==> src/design/wdt_pkg.sv <==
// Purpose: Shared constants and types of the watchdog timer
// Assumes: AXI4-Lite register window with 8-bit byte addresses
// Notes:   Offsets are byte addresses, one 32-bit word each
package wdt_pkg;

  // Register offsets
  localparam logic [7:0] OFS_CTRL  = 8'h00;
  localparam logic [7:0] OFS_STAT  = 8'h04;
  localparam logic [7:0] OFS_MASK  = 8'h08;
  localparam logic [7:0] OFS_FLAGS = 8'h0C;

  // Control register layout and power-on value
  localparam logic [7:0] CTRL_RST = 8'h7A;
  localparam int         KEEP_BIT = 7;
  localparam int         SEL_MSB  = 6;
  localparam int         SEL_LSB  = 4;
  localparam int         KEY_MSB  = 3;
  localparam int         KEY_LSB  = 0;
  localparam logic [3:0] KEY_OFF  = 4'hA;

  // Status, mask and flag layouts
  localparam int         EVT_NORM    = 0;
  localparam int         EVT_SLEEP   = 1;
  localparam logic [1:0] EVT_RST     = 2'h0;
  localparam logic [1:0] MASK_RST    = 2'h0;
  localparam int         FLG_TO      = 0;
  localparam int         FLG_PDF     = 1;
  localparam int         FLG_RUN     = 2;
  localparam int         FLG_CNT_LSB = 8;

  // Divider: tap of code 000 is bit 7, a 256-count period
  localparam int          CNT_W   = 15;
  localparam logic [14:0] CNT_RST = 15'h0000;
  localparam logic [3:0]  TAP_LOW = 4'h7;

  // System clock divided by four
  localparam logic [1:0] PRE_LAST = 2'h3;

  // AXI responses
  localparam logic [1:0] RESP_OKAY   = 2'h0;
  localparam logic [1:0] RESP_SLVERR = 2'h2;

  typedef enum logic [2:0]
  {
    CLR_NONE   = 3'b001,
    CLR_FIRST  = 3'b010,
    CLR_SECOND = 3'b100
  } clr_e;

  function automatic logic isMapped(input logic [7:0] a);
    return (a == OFS_CTRL) || (a == OFS_STAT) || (a == OFS_MASK) || (a == OFS_FLAGS);
  endfunction

endpackage

==> src/design/wdt_reg_if.sv <==
// Purpose: Register strobes between the bus slave and the watchdog core
// Assumes: One clock domain
// Notes:   Read data is combinational from the current address
`timescale 1ns/1ps
interface wdt_reg_if;
  logic        wrStb;
  logic [7:0]  wrAddr;
  logic [7:0]  wrData;
  logic        wrHit;
  logic [7:0]  rdAddr;
  logic [31:0] rdData;
  logic        rdHit;

  modport bus  (output wrStb, wrAddr, wrData, rdAddr, input wrHit, rdData, rdHit);
  modport regs (input wrStb, wrAddr, wrData, rdAddr, output wrHit, rdData, rdHit);
endinterface

==> src/design/wdt_divider.sv <==
// Purpose: 15-bit watchdog divider with selectable overflow tap
// Assumes: tick is a one-cycle enable at the watchdog clock rate
// Notes:   Clear wins over tick and never raises an overflow
`timescale 1ns/1ps
module wdt_divider (
  // Clock and reset
  input  wire logic        clk,
  input  wire logic        srst,
  input  wire logic        ce,
  // Control
  input  wire logic        tick,
  input  wire logic        clr,
  input  wire logic [2:0]  tapSel,
  // Results
  output wire logic        ovf,
  output wire logic [14:0] cnt
);
  typedef struct packed {
    logic [14:0] cnt;
    logic        ovf;
  } div_s;

  div_s        st_ff;
  div_s        nxt_st;
  logic [14:0] inc;
  logic [3:0]  tap;
  logic [14:0] tapMask;

  assign tap     = wdt_pkg::TAP_LOW + {1'b0, tapSel};
  assign inc     = st_ff.cnt + 15'h0001;
  assign tapMask = ~(15'h7FFE << tap);

  always_comb
  begin
    nxt_st     = st_ff;
    nxt_st.ovf = 1'b0;
    if (clr)
    begin
      nxt_st.cnt = wdt_pkg::CNT_RST;
    end
    else if (tick)
    begin
      nxt_st.cnt = inc;
      // Falling tap bit marks the end of one period
      nxt_st.ovf = st_ff.cnt[tap] & ~inc[tap];
    end
  end

  always_ff @(posedge clk)
  begin
    if (srst)
      st_ff <= '{cnt: wdt_pkg::CNT_RST, ovf: 1'b0};
    else if (ce)
      st_ff <= nxt_st;
  end

  assign ovf = st_ff.ovf;
  assign cnt = st_ff.cnt;
endmodule

==> src/design/wdt_axi_slave.sv <==
// Purpose: AXI4-Lite slave for the watchdog registers
// Assumes: One write and one read under way at a time
// Notes:   Address and data may arrive in either order
`timescale 1ns/1ps
module wdt_axi_slave (
  // Clock and reset
  input  wire logic        clk,
  input  wire logic        srst,
  input  wire logic        ce,
  // Write channels
  input  wire logic [7:0]  s_axi_awaddr,
  input  wire logic        s_axi_awvalid,
  output wire logic        s_axi_awready,
  input  wire logic [31:0] s_axi_wdata,
  input  wire logic [3:0]  s_axi_wstrb,
  input  wire logic        s_axi_wvalid,
  output wire logic        s_axi_wready,
  output wire logic [1:0]  s_axi_bresp,
  output wire logic        s_axi_bvalid,
  input  wire logic        s_axi_bready,
  // Read channels
  input  wire logic [7:0]  s_axi_araddr,
  input  wire logic        s_axi_arvalid,
  output wire logic        s_axi_arready,
  output wire logic [31:0] s_axi_rdata,
  output wire logic [1:0]  s_axi_rresp,
  output wire logic        s_axi_rvalid,
  input  wire logic        s_axi_rready,
  // Register side
  wdt_reg_if.bus           rb
);
  typedef struct packed {
    logic        awRdy;
    logic [7:0]  awAddr;
    logic        wRdy;
    logic [7:0]  wData;
    logic        wLane;
    logic        bValid;
    logic [1:0]  bResp;
    logic        arRdy;
    logic        rValid;
    logic [31:0] rData;
    logic [1:0]  rResp;
  } axi_s;

  axi_s st_ff;
  axi_s nxt_st;
  logic wrGo;

  // Both halves held and no response pending
  assign wrGo      = !st_ff.awRdy && !st_ff.wRdy && !st_ff.bValid;
  assign rb.wrStb  = wrGo && st_ff.wLane;
  assign rb.wrAddr = st_ff.awAddr;
  assign rb.wrData = st_ff.wData;
  assign rb.rdAddr = s_axi_araddr;

  always_comb
  begin
    nxt_st = st_ff;
    if (s_axi_awvalid && st_ff.awRdy)
    begin
      nxt_st.awRdy  = 1'b0;
      nxt_st.awAddr = s_axi_awaddr;
    end
    if (s_axi_wvalid && st_ff.wRdy)
    begin
      nxt_st.wRdy  = 1'b0;
      nxt_st.wData = s_axi_wdata[7:0];
      nxt_st.wLane = s_axi_wstrb[0];
    end
    if (wrGo)
    begin
      nxt_st.bValid = 1'b1;
      nxt_st.bResp  = rb.wrHit ? wdt_pkg::RESP_OKAY : wdt_pkg::RESP_SLVERR;
    end
    if (st_ff.bValid && s_axi_bready)
    begin
      nxt_st.bValid = 1'b0;
      nxt_st.awRdy  = 1'b1;
      nxt_st.wRdy   = 1'b1;
    end
    if (s_axi_arvalid && st_ff.arRdy)
    begin
      nxt_st.arRdy  = 1'b0;
      nxt_st.rValid = 1'b1;
      nxt_st.rData  = rb.rdHit ? rb.rdData : 32'h0000_0000;
      nxt_st.rResp  = rb.rdHit ? wdt_pkg::RESP_OKAY : wdt_pkg::RESP_SLVERR;
    end
    if (st_ff.rValid && s_axi_rready)
    begin
      nxt_st.rValid = 1'b0;
      nxt_st.arRdy  = 1'b1;
    end
  end

  always_ff @(posedge clk)
  begin
    if (srst)
      st_ff <= '{awRdy: 1'b1, wRdy: 1'b1, arRdy: 1'b1, default: '0};
    else if (ce)
      st_ff <= nxt_st;
  end

  assign s_axi_awready = st_ff.awRdy;
  assign s_axi_wready  = st_ff.wRdy;
  assign s_axi_bvalid  = st_ff.bValid;
  assign s_axi_bresp   = st_ff.bResp;
  assign s_axi_arready = st_ff.arRdy;
  assign s_axi_rvalid  = st_ff.rValid;
  assign s_axi_rdata   = st_ff.rData;
  assign s_axi_rresp   = st_ff.rResp;
endmodule

==> src/design/mcu_watchdog_timer.sv <==
// Purpose: Watchdog timer of a small microcontroller
// Assumes: Core instruction strobes and power modes come from the clk domain
// Notes:   Configuration options are static inputs; pins pass two flops
//
// What this block does
// - Count source is sub clock or system clock over four, by static option.
// - Timeout select codes 000 to 111 give 256 up to 32768 counts.
// - Disabled only with option off and enable key 1010.
// - Power-on loads key 1010, select 111, idle keep bit 0.
// - Disabled watchdog makes its clear instructions no-ops; halt still sets powerdown.
// - Overflow while running resets the device and sets timeout flag.
// - Overflow in sleep or idle sets timeout, resets only PC and SP.
// - Count cleared by reset pin low, software clear or halt.
// - Static option picks single or paired clear instructions.
// - Paired clear works only when it differs from the previous one.
// - Control bit 7 keeps the system clock running in idle.
// - Count stops when its system clock source stops.
// - Halt clears count, sets powerdown flag, clears timeout flag unless an overflow comes in the same cycle.
//
// The AXI4-Lite slave port and the register addresses were decided locally.
`timescale 1ns/1ps
module mcu_watchdog_timer (
  // Clock, reset, enable
  input  wire logic        clk,
  input  wire logic        srst,
  input  wire logic        ce,
  // Static configuration options
  input  wire logic        cfgSrcSub,
  input  wire logic        cfgWdtOn,
  input  wire logic        cfgPairedClear,
  // Pins
  input  wire logic        lowSpeedRcOsc,
  input  wire logic        extResetPinN,
  // Processor core
  input  wire logic        clearSingle,
  input  wire logic        clearFirst,
  input  wire logic        clearSecond,
  input  wire logic        haltExec,
  input  wire logic        sleepMode,
  input  wire logic        idleMode,
  // Reset requests and status
  output wire logic        deviceReset,
  output wire logic        pcSpReset,
  output wire logic        timeoutFlag,
  output wire logic        powerdownFlag,
  output wire logic        idleSysclkKeep,
  output wire logic        irq,
  // AXI4-Lite
  input  wire logic [7:0]  s_axi_awaddr,
  input  wire logic        s_axi_awvalid,
  output wire logic        s_axi_awready,
  input  wire logic [31:0] s_axi_wdata,
  input  wire logic [3:0]  s_axi_wstrb,
  input  wire logic        s_axi_wvalid,
  output wire logic        s_axi_wready,
  output wire logic [1:0]  s_axi_bresp,
  output wire logic        s_axi_bvalid,
  input  wire logic        s_axi_bready,
  input  wire logic [7:0]  s_axi_araddr,
  input  wire logic        s_axi_arvalid,
  output wire logic        s_axi_arready,
  output wire logic [31:0] s_axi_rdata,
  output wire logic [1:0]  s_axi_rresp,
  output wire logic        s_axi_rvalid,
  input  wire logic        s_axi_rready
);
  typedef struct packed {
    logic [7:0]      ctrl;
    logic [1:0]      evt;
    logic [1:0]      mask;
    logic            subSync1;
    logic            subSync2;
    logic            subPrev;
    logic            pinSync1;
    logic            pinSync2;
    logic [1:0]      preCnt;
    wdt_pkg::clr_e   lastClr;
    logic            toFlag;
    logic            pdFlag;
    logic            devRst;
    logic            pcSpRst;
    logic            irq;
  } wdt_s;

  wdt_s        st_ff;
  wdt_s        nxt_st;
  wdt_reg_if   rb ();
  logic        running;
  logic        asleep;
  logic        sysStopped;
  logic        subRise;
  logic        wdTick;
  logic        firstOk;
  logic        secondOk;
  logic        swClr;
  logic        divClr;
  logic        divOvf;
  logic [14:0] divCnt;
  logic        wrCtrl;
  logic        wrStat;
  logic        wrMask;

  wdt_axi_slave u_axi (
    .clk           (clk),
    .srst          (srst),
    .ce            (ce),
    .s_axi_awaddr  (s_axi_awaddr),
    .s_axi_awvalid (s_axi_awvalid),
    .s_axi_awready (s_axi_awready),
    .s_axi_wdata   (s_axi_wdata),
    .s_axi_wstrb   (s_axi_wstrb),
    .s_axi_wvalid  (s_axi_wvalid),
    .s_axi_wready  (s_axi_wready),
    .s_axi_bresp   (s_axi_bresp),
    .s_axi_bvalid  (s_axi_bvalid),
    .s_axi_bready  (s_axi_bready),
    .s_axi_araddr  (s_axi_araddr),
    .s_axi_arvalid (s_axi_arvalid),
    .s_axi_arready (s_axi_arready),
    .s_axi_rdata   (s_axi_rdata),
    .s_axi_rresp   (s_axi_rresp),
    .s_axi_rvalid  (s_axi_rvalid),
    .s_axi_rready  (s_axi_rready),
    .rb            (rb)
  );

  wdt_divider u_div (
    .clk    (clk),
    .srst   (srst),
    .ce     (ce),
    .tick   (wdTick),
    .clr    (divClr),
    .tapSel (st_ff.ctrl[wdt_pkg::SEL_MSB:wdt_pkg::SEL_LSB]),
    .ovf    (divOvf),
    .cnt    (divCnt)
  );

  // Mode and clock source decode
  assign running    = cfgWdtOn || (st_ff.ctrl[wdt_pkg::KEY_MSB:wdt_pkg::KEY_LSB] != wdt_pkg::KEY_OFF);
  assign asleep     = sleepMode || idleMode;
  assign sysStopped = sleepMode || (idleMode && !st_ff.ctrl[wdt_pkg::KEEP_BIT]);
  assign subRise    = st_ff.subSync2 && !st_ff.subPrev;
  // Sysclk source advances only while the system clock would run
  assign wdTick     = running && (cfgSrcSub ? subRise
                                            : (!sysStopped && st_ff.preCnt == wdt_pkg::PRE_LAST));

  // Software clear decode
  assign firstOk  = clearFirst && (st_ff.lastClr != wdt_pkg::CLR_FIRST);
  assign secondOk = clearSecond && (st_ff.lastClr != wdt_pkg::CLR_SECOND);
  assign swClr    = running && (cfgPairedClear ? (firstOk || secondOk) : clearSingle);
  // Disabled watchdog holds its count at zero
  assign divClr   = !running || !st_ff.pinSync2 || swClr || haltExec || divOvf;

  // Register strobes
  assign rb.wrHit = wdt_pkg::isMapped(rb.wrAddr);
  assign rb.rdHit = wdt_pkg::isMapped(rb.rdAddr);
  assign wrCtrl   = rb.wrStb && (rb.wrAddr == wdt_pkg::OFS_CTRL);
  assign wrStat   = rb.wrStb && (rb.wrAddr == wdt_pkg::OFS_STAT);
  assign wrMask   = rb.wrStb && (rb.wrAddr == wdt_pkg::OFS_MASK);

  always_comb
  begin
    rb.rdData = 32'h0000_0000;
    case (rb.rdAddr)
      wdt_pkg::OFS_CTRL:
        rb.rdData[7:0] = st_ff.ctrl;
      wdt_pkg::OFS_STAT:
        rb.rdData[1:0] = st_ff.evt;
      wdt_pkg::OFS_MASK:
        rb.rdData[1:0] = st_ff.mask;
      wdt_pkg::OFS_FLAGS:
      begin
        rb.rdData[wdt_pkg::FLG_TO]  = st_ff.toFlag;
        rb.rdData[wdt_pkg::FLG_PDF] = st_ff.pdFlag;
        rb.rdData[wdt_pkg::FLG_RUN] = running;
        rb.rdData[wdt_pkg::FLG_CNT_LSB +: wdt_pkg::CNT_W] = divCnt;
      end
      default:
        rb.rdData = 32'h0000_0000;
    endcase
  end

  always_comb
  begin
    nxt_st          = st_ff;
    // Pins: first flop feeds only the second
    nxt_st.subSync1 = lowSpeedRcOsc;
    nxt_st.subSync2 = st_ff.subSync1;
    nxt_st.subPrev  = st_ff.subSync2;
    nxt_st.pinSync1 = extResetPinN;
    nxt_st.pinSync2 = st_ff.pinSync1;
    if (!sysStopped)
    begin
      nxt_st.preCnt = st_ff.preCnt + 2'h1;
    end

    if (wrCtrl)
    begin
      nxt_st.ctrl = rb.wrData;
    end
    if (wrMask)
    begin
      nxt_st.mask = rb.wrData[1:0];
    end

    // Paired clear remembers which form last succeeded
    if (swClr && cfgPairedClear)
    begin
      unique case (st_ff.lastClr)
        wdt_pkg::CLR_NONE:   nxt_st.lastClr = firstOk ? wdt_pkg::CLR_FIRST : wdt_pkg::CLR_SECOND;
        wdt_pkg::CLR_FIRST:  nxt_st.lastClr = wdt_pkg::CLR_SECOND;
        wdt_pkg::CLR_SECOND: nxt_st.lastClr = wdt_pkg::CLR_FIRST;
        default:             nxt_st.lastClr = wdt_pkg::CLR_NONE;
      endcase
    end

    // Flags: overflow set wins over the halt clear
    if (swClr)
    begin
      nxt_st.pdFlag = 1'b0;
    end
    if (haltExec)
    begin
      nxt_st.pdFlag = 1'b1;
      nxt_st.toFlag = 1'b0;
    end
    if (divOvf)
    begin
      nxt_st.toFlag = 1'b1;
    end
    nxt_st.devRst  = divOvf && !asleep;
    nxt_st.pcSpRst = divOvf && asleep;

    // Sticky events, write one to clear, set wins
    if (wrStat)
    begin
      nxt_st.evt = st_ff.evt & ~rb.wrData[1:0];
    end
    if (divOvf)
    begin
      nxt_st.evt[asleep ? wdt_pkg::EVT_SLEEP : wdt_pkg::EVT_NORM] = 1'b1;
    end
    nxt_st.irq = |(nxt_st.evt & nxt_st.mask);
  end

  always_ff @(posedge clk)
  begin
    if (srst)
      st_ff <= '{ctrl: wdt_pkg::CTRL_RST, evt: wdt_pkg::EVT_RST, mask: wdt_pkg::MASK_RST,
                 lastClr: wdt_pkg::CLR_NONE, pinSync1: 1'b1, pinSync2: 1'b1, default: '0};
    else if (ce)
      st_ff <= nxt_st;
  end

  assign deviceReset    = st_ff.devRst;
  assign pcSpReset      = st_ff.pcSpRst;
  assign timeoutFlag    = st_ff.toFlag;
  assign powerdownFlag  = st_ff.pdFlag;
  assign idleSysclkKeep = st_ff.ctrl[wdt_pkg::KEEP_BIT];
  assign irq            = st_ff.irq;
endmodule

==> config.mk <==
export PLATFORM = sky130hd
export DESIGN_NAME = mcu_watchdog_timer
export DESIGN_NICKNAME = d
export VERILOG_FILES = /design/src/design/wdt_pkg.sv /design/src/design/wdt_reg_if.sv /design/src/design/wdt_divider.sv /design/src/design/wdt_axi_slave.sv /design/src/design/mcu_watchdog_timer.sv
export SDC_FILE = /design/constraint.sdc
export NUM_CORES = 1
export LEC_CHECK = 0
export ABC_AREA = 1
export ABC_CLOCK_PERIOD_IN_PS = 2250
export BUFFER_PORTS_ARGS = -buffer_cell sky130_fd_sc_hd__buf_2
export CAP_MARGIN = 20
export CORE_ASPECT_RATIO = 1.1
export CORE_MARGIN = 3
export CORE_UTILIZATION = 55
export DETAILED_ROUTE_END_ITERATION = 16
export GPL_TIMING_DRIVEN = 0
export PLACE_DENSITY_LB_ADDON = 0.1
export SETUP_SLACK_MARGIN = 0.5
export SLEW_MARGIN = 25
export SYNTH_ARGS = -nofsm -noshare
export SYNTH_HDL_FRONTEND = slang
export SYNTH_HIERARCHICAL = 1
export SYNTH_SLANG_ARGS = --single-unit
==> constraint.sdc <==
create_clock -name clk -period 2.25 [get_ports clk]
set_input_delay 0.1125 -clock clk [delete_from_list [all_inputs] [get_ports clk]]
set_output_delay 0.1125 -clock clk [all_outputs]
set_load 0.01 [all_outputs]
==> impl_metrics.json, run 1 <==
{
  "max_freq_ghz": 0.550,
  "syn_avg_cell_area_um2": 6.75,
  "synth_ff_type": "dfxtp_1",
  "hold_path_class": "input pin to flop",
  "clockRootBuffer": "clkbuf_8",
  "worstSetupPathType": "flop to flop",
  "worst_pin_slew_ps": 612,
  "synth_edf_count": 0,
  "vias": 5504,
  "drt_iter0_drc": 233,
  "cp_num_buf_inv": 2,
  "seq_area_um2": 2000,
  "io_pins": 118,
  "ant_nets": 0,
  "crit_path_frequent_cell": "a21oi_2",
  "cts.sink_count": 99,
  "clkTransAtPathRegs_ps": 90,
  "power_density_nw_per_um2": 522,
  "power_uw": 3610,
  "critPathRequiredTime_ps": 2560,
  "synth_seq_area_share_pct": 35.7,
  "end_kind": "flop",
  "rsz0062_at_grt": "true",
  "nNetsFinal": 1033,
  "grt_max_degree": 17,
  "fin_crit_sh_pct": 80.8,
  "drv_slew": 0,
  "layout-drive-gt1-share_pct": 29.3,
  "ir_worst_vdd_v": 0.000409,
  "cp.arrival_ps": 2130,
  "final-hold-violation-count": 0,
  "netlist_instances": 822,
  "skew_ps": 6.63,
  "cp_max_fo": 6,
  "antenna_found_initial": 0,
  "antenna_cells": 0,
  "final_cells": 1081,
  "fin_util_pct": 72.2,
  "drtPass1Iterations": 7,
  "slowest_delay_ps": 370,
  "grt_pass1_wl_um": 23000,
  "hpwl_um": 9910,
  "drv_cap": 0,
  "crit_chain": "inv_4 -> a21oi_2 -> nand3b_1 -> a21oi_2 -> nand2_2 -> nor2_4 -> inv_1 -> a21oi_1 -> nand2_2 -> a21oi_2",
  "io_buffers": 79,
  "cts_buffer_depth": 2,
  "floorplan.initialDensity_pct": 57.9,
  "wl_per_cell_um": 12.9,
  "syn2layout_area_growth_pct": 24.7,
  "die_w_um": 102,
  "cp_slowest_cell": "dfxtp_2",
  "rows": 37,
  "hold_slack_ps": 16.6,
  "cpLargestDelayFamily": "compound AO/OA/AOI/OAI gates",
  "multi_input_area_um2": 2690,
  "overflow": 0,
  "h-tree-depth": 3,
  "drc": 0,
  "grt.total_usage_pct": 24.9,
  "setup_total_negative_slack_ps": 0,
  "place_inst": 1027,
  "core-area_um2": 9580,
  "power_leakage_uw": 0.00334,
  "clk_latency_ps": 370,
  "maxSlewHeadroom_pct": 59.2,
  "yosysWarnings": 6,
  "dieArea_um2": 11300,
  "cts_tree": "done",
  "async_flop_share_pct": 0,
  "die_h_um": 111,
  "status": "finished, final reports clean",
  "vias_per_cell": 5.09,
  "finalSetupViolCount": 0,
  "synth_cell_types": 43,
  "routabilityCongestion": 0.830,
  "critPathLaunchType": "flop",
  "routed_wl_um": 14000,
  "syn_area_um2": 5550,
  "period_needed_ps": 1820,
  "grt_pass1_vias": 5184,
  "num-fill-cells": 833,
  "cts_buffers": 9,
  "ys_seq_elements": 99
}
-- sequential cells by signal, indices dropped and copies added, names as in the netlist, 3 cells and up --
name               flops
u_div/cnt             15
nxt_st                 3
u_axi/s_axi_rdata     32
u_axi/rb.wrData        8
st_ff                 18
u_axi/rb.wrAddr        8
-- kinds of logic after synthesis --
logic type / synth area share (%)
AO/OA/AOI/OAI: 12.1
XOR/XNOR: 0.474
adder cells (fa/ha/maj): 0.677
buffers and inverters: 18.9
flip-flops: 35.7
other: 0.135
AND/OR/NAND/NOR: 32.0
-- worst paths after layout --
path / startpoint / end / slack [ps] / cells after the start
worst max-delay path: idleSysclkKeep / u_div/ovf / 430 / 10
worst min-delay path: srst / powerdownFlag / 20 / 2
worst max register to register: idleSysclkKeep / u_div/ovf / 430 / 10
worst min register to register: st_ff[12] / st_ff[12] / 470 / 2
-- per-layer routing --
metal	GRT usage [%]	part of all wire [%]	wire, µm
met3	4.53	5.0	699
met4	8.16	2.1	287
met2	45.2	53	7370
met1	28.8	40	5630
met5	0	0	0
-- metrics by stage --
step                      instance area, µm²  worst slack (ps)
final                                   6920               432
after global routing                    6920               341
after CTS                               6660               500
after detailed placement                6120             -5.13
after global placement                  6120              5.41
after floorplan                         5580               513
-- cells in the final DEF, fill, tap and decap left out, types with 3 or more instances in the layout --
cell,n
nand2_1,237
inv_1,97
inv_4,3
buf_4,78
nand3_2,9
a21oi_1,76
conb_1,11
nand3_1,44
a21oi_2,7
o21ai_0,12
nor3_1,4
clkbuf_8,10
dfxtp_1,90
nand4_1,10
nor2_4,8
o211ai_2,5
o21ai_1,7
dlygate4sd3_1,19
buf_6,7
dfxtp_2,7
buf_2,92
nand2_2,10
bufinv_16,3
clkbuf_1,8
nand3b_1,3
inv_2,7
nor2_1,46
nor2_2,15
-- report_power, final --
| part | internal, µW | switching [µW] | total, µW |
|---|---|---|---|
| Clock | 776 | 633 | 1410 |
| Sequential | 1790 | 23.8 | 1810 |
| Combinational | 170 | 221 | 391 |
-- final cells by class --
| type | count | share of cell area [%] |
|---|---|---|
| Clock inverter | 5 | 1.56 |
| Buffer | 91 | 9.52 |
| Timing Repair Buffer | 117 | 10.8 |
| Tap cell | 117 | 2.12 |
| Multi-Input combinational cell | 531 | 38.8 |
| Clock buffer | 11 | 2.04 |
| Inverter | 110 | 6.21 |
| Sequential cell | 99 | 28.9 |
-- cell usage after synthesis, types with 4 or more instances --
master    number  area (µm²)
a21oi_1       81         405
buf_2         13        65.1
buf_4         62         465
buf_6          5        56.3
clkbuf_1       9        33.8
dfxtp_1       99        1980
inv_1        101         379
inv_2          7        26.3
nand2_1      244         916
nand3_1       49         245
nand3_2        4        40.0
nand4_1       10        62.6
nor2_1        48         180
nor2_2        18         113
nor3_1         4        20.0
o211ai_2       5        62.6
o21ai_0       14        70.1
o21ai_1        6        30.0
-- repair_timing --
| item | 4_1_cts | 5_1_grt |
|---|---|---|
| hold buffers | 19 | 0 |
| pin swaps | 3 | 16 |
| hold endpoints to repair | 19 | 0 |
| endpoints found under the setup margin | 16 | 16 |
| resized for setup | 25 | 39 |
| cloned | 0 | 1 |
| buffers inserted | 3 | 15 |
Note: power is estimated with default switching activity, not from simulation.
==> run 2, diff against run 1 <==
- ABC_CLOCK_PERIOD_IN_PS: 2250 -> 1650
- CORE_UTILIZATION: 55 -> 50
- clock period: 2.25 -> 1.65 ns (I/O delays scaled with it)
==> run 2 against run 1 <==
Compared with the run above:
- the flow now finishes with violations (setup timing)
- global-route usage shrank 2.0 points
- power rose by 40%
- register-to-register slack got worse by 560 ps
- combinational power up 49%
- first-iteration DRC count is 11% higher
- sequential power increased by 36%
- maximum frequency is 2.4% higher
- sequential cell count did not move
- largest power group unchanged
==> impl_metrics.json, run 2 (synthesis gave the netlist of run 1 again) <==
{
  "ir_worst_vdd_v": 0.000526,
  "grt.total_usage_pct": 22.9,
  "skew_ps": 5.65,
  "die_h_um": 116,
  "maxSlewHeadroom_pct": 60.4,
  "finalSetupViolCount": 2,
  "cp_max_fo": 6,
  "cp.arrival_ps": 2060,
  "drc": 0,
  "hold_path_class": "input pin to flop",
  "grt_pass1_vias": 5207,
  "critPathLaunchType": "flop",
  "clk_latency_ps": 350,
  "rrSetupSlack_ps": -120,
  "r2r-end": "u_div/ovf",
  "die_w_um": 106,
  "clockRootBuffer": "clkbuf_16",
  "overflow": 0,
  "core-area_um2": 10600,
  "num-fill-cells": 910,
  "wl_per_cell_um": 12.9,
  "power_leakage_uw": 0.00343,
  "clkTransAtPathRegs_ps": 70,
  "drv_cap": 0,
  "seq_area_um2": 2010,
  "min_to": "st_ff[17]",
  "antenna_cells": 0,
  "io_pins": 118,
  "hold_start": "srst",
  "final_common_cell": "nand2_1",
  "syn2layout_area_growth_pct": 31.2,
  "hold_slack_ps": 9.31,
  "end_kind": "flop",
  "critPathRequiredTime_ps": 1930,
  "power_density_nw_per_um2": 694,
  "largest_register_ffs": 32,
  "io_buffers": 79,
  "grt_pass1_wl_um": 22900,
  "vias": 5540,
  "final-hold-violation-count": 0,
  "min_path_cells": 2,
  "worstSetupPathType": "flop to flop",
  "routed_wl_um": 14400,
  "drt_iter0_drc": 258,
  "drv_slew": 0,
  "layout-drive-gt1-share_pct": 34.4,
  "max_freq_ghz": 0.563,
  "cts_buffer_depth": 2,
  "drtPass1Iterations": 5,
  "rsz0062_at_grt": "true",
  "fin_crit_sh_pct": 108,
  "ant_nets": 0,
  "vias_per_cell": 4.97,
  "antenna_found_initial": 0,
  "cts_tree": "done",
  "setup_total_negative_slack_ps": -170,
  "rows": 39,
  "h-tree-depth": 3,
  "setup_slack_ps": -125,
  "r2r-start": "st_ff[23]",
  "violations": "setup timing",
  "hpwl_um": 9750,
  "multi_input_area_um2": 2870,
  "floorplan.initialDensity_pct": 52.4,
  "cts.sink_count": 99,
  "reg2regPathDepth": 15,
  "cts_buffers": 9,
  "routabilityCongestion": 0.872,
  "grt_max_degree": 15,
  "layout_common_cells": "nand2_1 (221), buf_2 (91), inv_1 (90)",
  "status": "finished, violations left",
  "period_needed_ps": 1770,
  "nNetsFinal": 1041,
  "worst_pin_slew_ps": 594,
  "dieArea_um2": 12400
}
[run 2: cell types whose count changed in the layout (fill, tap and decap cells not counted), moves of 8 or more]
cell,change
nand2_2,+14
nand2_1,-16
dfxtp_1,-9
buf_6,+9
clkbuf_16,+8
[run 2: report_power, final]
part	switching, µW	internal (µW)	leakage (µW)
sequential	35.4	2440	0.000807
clock	889	1100	0.000137
combinational	331	253	0.00248
total	1260	3790	0.00343
[run 2: routing by layer]
layer / up-vias / track usage (%) / wire [µm] / share of wire [%]
met1: 2565 / 26.6 / 5800 / 40
met5: - / 0 / 0 / 0
li1: 2797 / - / - / -
met2: 150 / 41.7 / 7610 / 53
met3: 28 / 3.48 / 627 / 4.4
met4: 0 / 10.5 / 326 / 2.3
[run 2: what timing repair did]
item / 4_1_cts / 5_1_grt
gates resized for setup: 53 / 61
endpoints found under the setup margin: 33 / 61
hold endpoints to repair: 20 / 0
buffers inserted: 19 / 3
pin swaps: 36 / 16
cloned: 3 / 1
hold buffers: 20 / 0
[run 2: worst max-delay path by stage]
stage | start | end | depth (start not counted)
after floorplan | st_ff[23] | u_div/ovf | 15
after global placement | u_div/cnt[1] | u_div/ovf | 14
after detailed placement | u_div/cnt[1] | u_div/ovf | 14
after CTS | st_ff[23] | u_div/ovf | 15
after global routing | st_ff[21] | u_div/cnt[4] | 8
final | st_ff[23] | u_div/ovf | 15
[run 2: area by class of cell]
| cell class | instances | area share [%] |
|---|---|---|
| timing repair inverter | 1 | 0.103 |
| tap | 143 | 2.46 |
| clock inverter | 2 | 0.138 |
| multi-input combinational | 531 | 39.4 |
| inverter | 110 | 6.02 |
| clock buffer | 14 | 3.63 |
| sequential | 99 | 27.7 |
| timing repair buffer | 124 | 11.2 |
| buffer | 91 | 9.32 |
[run 2: critical path: stages, from the launching register on]
cell	delay, ps
dfxtp_2	330
buf_6	110
inv_8	30
ha_4	310
inv_4	50
a21oi_2	80
o21ai_1	70
a21oi_1	130
nand2_1	70
inv_1	50
nand2_1	40
nand2_1	50
nand2_1	70
nand2_1	90
nand2_2	70
a21oi_2	140
[run 2: per-stage QoR]
step	worst slack, ps	cells	area, µm²	power, µW	util, %
final	-125	1115	7270	5050	68.7
after global routing	-292	1115	7270	5220	68.7
after CTS	-50.3	1111	7050	5030	66.6
after detailed placement	-219	1053	6250	2980	59.0
after global placement	-185	1053	6250	2970	59.0
after floorplan	69.2	831	5670	2840	-
==> run 3, diff against run 2 <==
- CORE_MARGIN: 3 -> 10
==> run 3 against run 2 <==
Compared with the run above:
- the flow still finishes with violations (setup timing)
- worst setup slack lost 32 ps
- largest power group unchanged
- register-to-register slack worse by 30 ps
- critical endpoint unchanged
- non-clock buffer count did not move
- largest cell class unchanged
- combinational power up 4.3%
==> impl_metrics.json, run 3 (synthesis gave the netlist of run 1 again) <==
{
  "status": "finished, violations left",
  "violations": "setup timing",
  "cp.depth": 15,
  "slowest_delay_ps": 340,
  "io_buffers": 79,
  "vias_per_cell": 4.97,
  "worst_pin_slew_ps": 601,
  "drv_cap": 0,
  "grt_pass1_wl_um": 24600,
  "antenna_cells": 0,
  "hpwl_um": 10400,
  "cts_buffer_depth": 2,
  "rrSetupSlack_ps": -160,
  "drtPass1Iterations": 5,
  "drv_slew": 0,
  "routed_wl_um": 15100,
  "final-hold-violation-count": 0,
  "routabilityCongestion": 0.841,
  "critPathCapture": "u_div/ovf",
  "h-tree-depth": 3,
  "finalSetupViolCount": 2,
  "core-area_um2": 10900,
  "critPathLaunchType": "flop",
  "clkTransAtPathRegs_ps": 70,
  "crit_path_start": "st_ff[23]",
  "reg2regPathDepth": 15,
  "cp_slowest_cell": "dfxtp_2",
  "skew_ps": 6.36,
  "grt.total_usage_pct": 18.8,
  "grt_max_degree": 17,
  "grt_pass1_vias": 5485,
  "nNetsFinal": 1040,
  "worstSetupPathType": "flop to flop",
  "power_density_nw_per_um2": 684,
  "grtUsageMet1_pct": 20.6,
  "pre_cts_ws_ps": -206,
  "period_needed_ps": 1810,
  "max_freq_ghz": 0.553,
  "hold_path_class": "input pin to flop",
  "layout-drive-gt1-share_pct": 35.7,
  "ir_worst_vdd_v": 0.000458,
  "wl_per_cell_um": 13.5,
  "cp.arrival_ps": 2090,
  "die_w_um": 120,
  "clockRootBuffer": "clkbuf_16",
  "ant_nets": 0,
  "r2r-start": "st_ff[23]",
  "grt-busiest-layer": "met2",
  "drt_iter0_drc": 282,
  "cts_tree": "done",
  "num-fill-cells": 992,
  "io_pins": 118,
  "drc": 0,
  "cpLargestDelayFamily": "compound AO/OA/AOI/OAI gates",
  "maxSlewHeadroom_pct": 60.0,
  "power_uw": 5050,
  "gr-usage-met3_pct": 4.21,
  "crit_path_frequent_cell": "nand2_1",
  "cp_max_fo": 6,
  "rows": 40,
  "die_h_um": 130,
  "vias": 5560,
  "fin_crit_sh_pct": 110,
  "critPathRequiredTime_ps": 1930,
  "crit_chain": "buf_8 -> inv_6 -> ha_4 -> inv_4 -> a21oi_2 -> o21ai_1 -> a21oi_1 -> nand2_1 -> inv_1 -> nand2_1 -> nand2_1 -> nand2_1 -> nand2_1 -> nand2_1 -> a21oi_2",
  "cts_buffers": 9,
  "antenna_found_initial": 0,
  "cts.sink_count": 99,
  "end_kind": "flop",
  "syn2layout_area_growth_pct": 33.0,
  "placed_area_um2": 6250,
  "dieArea_um2": 15700,
  "r2r-end": "u_div/ovf",
  "rsz0062_at_grt": "true",
  "layout_common_cells": "nand2_1 (217), inv_1 (90), buf_2 (90)",
  "grt.met2_usage_pct": 34.6,
  "largest_register_ffs": 32,
  "overflow": 0,
  "floorplan.initialDensity_pct": 50.8,
  "cp_num_buf_inv": 4,
  "clk_latency_ps": 350,
  "final_common_cell": "nand2_1",
  "setup_slack_ps": -157,
  "power_leakage_uw": 0.00345,
  "fin_area_um2": 7380
}
[run 3: worst min-delay path by stage]
stage / start / endpoint / cells past startpoint
finish: srst / powerdownFlag / 2
CTS: srst / st_ff[17] / 2
detailed placement: extResetPinN / nxt_st[10] / 3
global route: srst / st_ff[17] / 2
global placement: extResetPinN / nxt_st[10] / 3
floorplan: extResetPinN / nxt_st[10] / 2
[run 3: report_power, final]
group          internal, µW  total (µW)  switching, µW
logic                   265         609            343
clock network          1030        1960            934
registers              2440        2470           37.4
total                  3730        5050           1310
[run 3: routing by layer]
metal,up-vias,routed length [µm]
li1,2808,-
met1,2550,6110
met2,170,7940
met3,32,770
met4,0,319
met5,-,0
[run 3: final cells by class]
type	instances	area (µm²)	share of cell area, %
sequential	99	2010	27.3
timing repair buffer	124	838	11.4
tap	147	184	2.49
clock inverter	5	37.5	0.509
inverter	110	435	5.90
multi-input combinational	531	2950	40.0
buffer	91	682	9.25
clock buffer	11	233	3.16
[run 3: timing repair]
| item | 4_1_cts | 5_1_grt |
|---|---|---|
| endpoints found under the setup margin | 34 | 63 |
| hold buffers | 19 | 0 |
| gates cloned | 3 | 0 |
| pin swaps | 45 | 23 |
| hold endpoints to repair | 19 | 0 |
| gates resized for setup | 79 | 57 |
| setup buffers | 14 | 9 |
[run 3: metrics by stage]
step	setup TNS, ps	hold WS [ps]	utilization (%)	instances
floorplan	0	209	-	831
global placement	-905	299	57.3	1057
detailed placement	-1290	309	57.3	1057
CTS	-87.0	4.61	65.3	1109
global route	-934	29.8	67.6	1118
finish	-166	15.9	67.6	1118
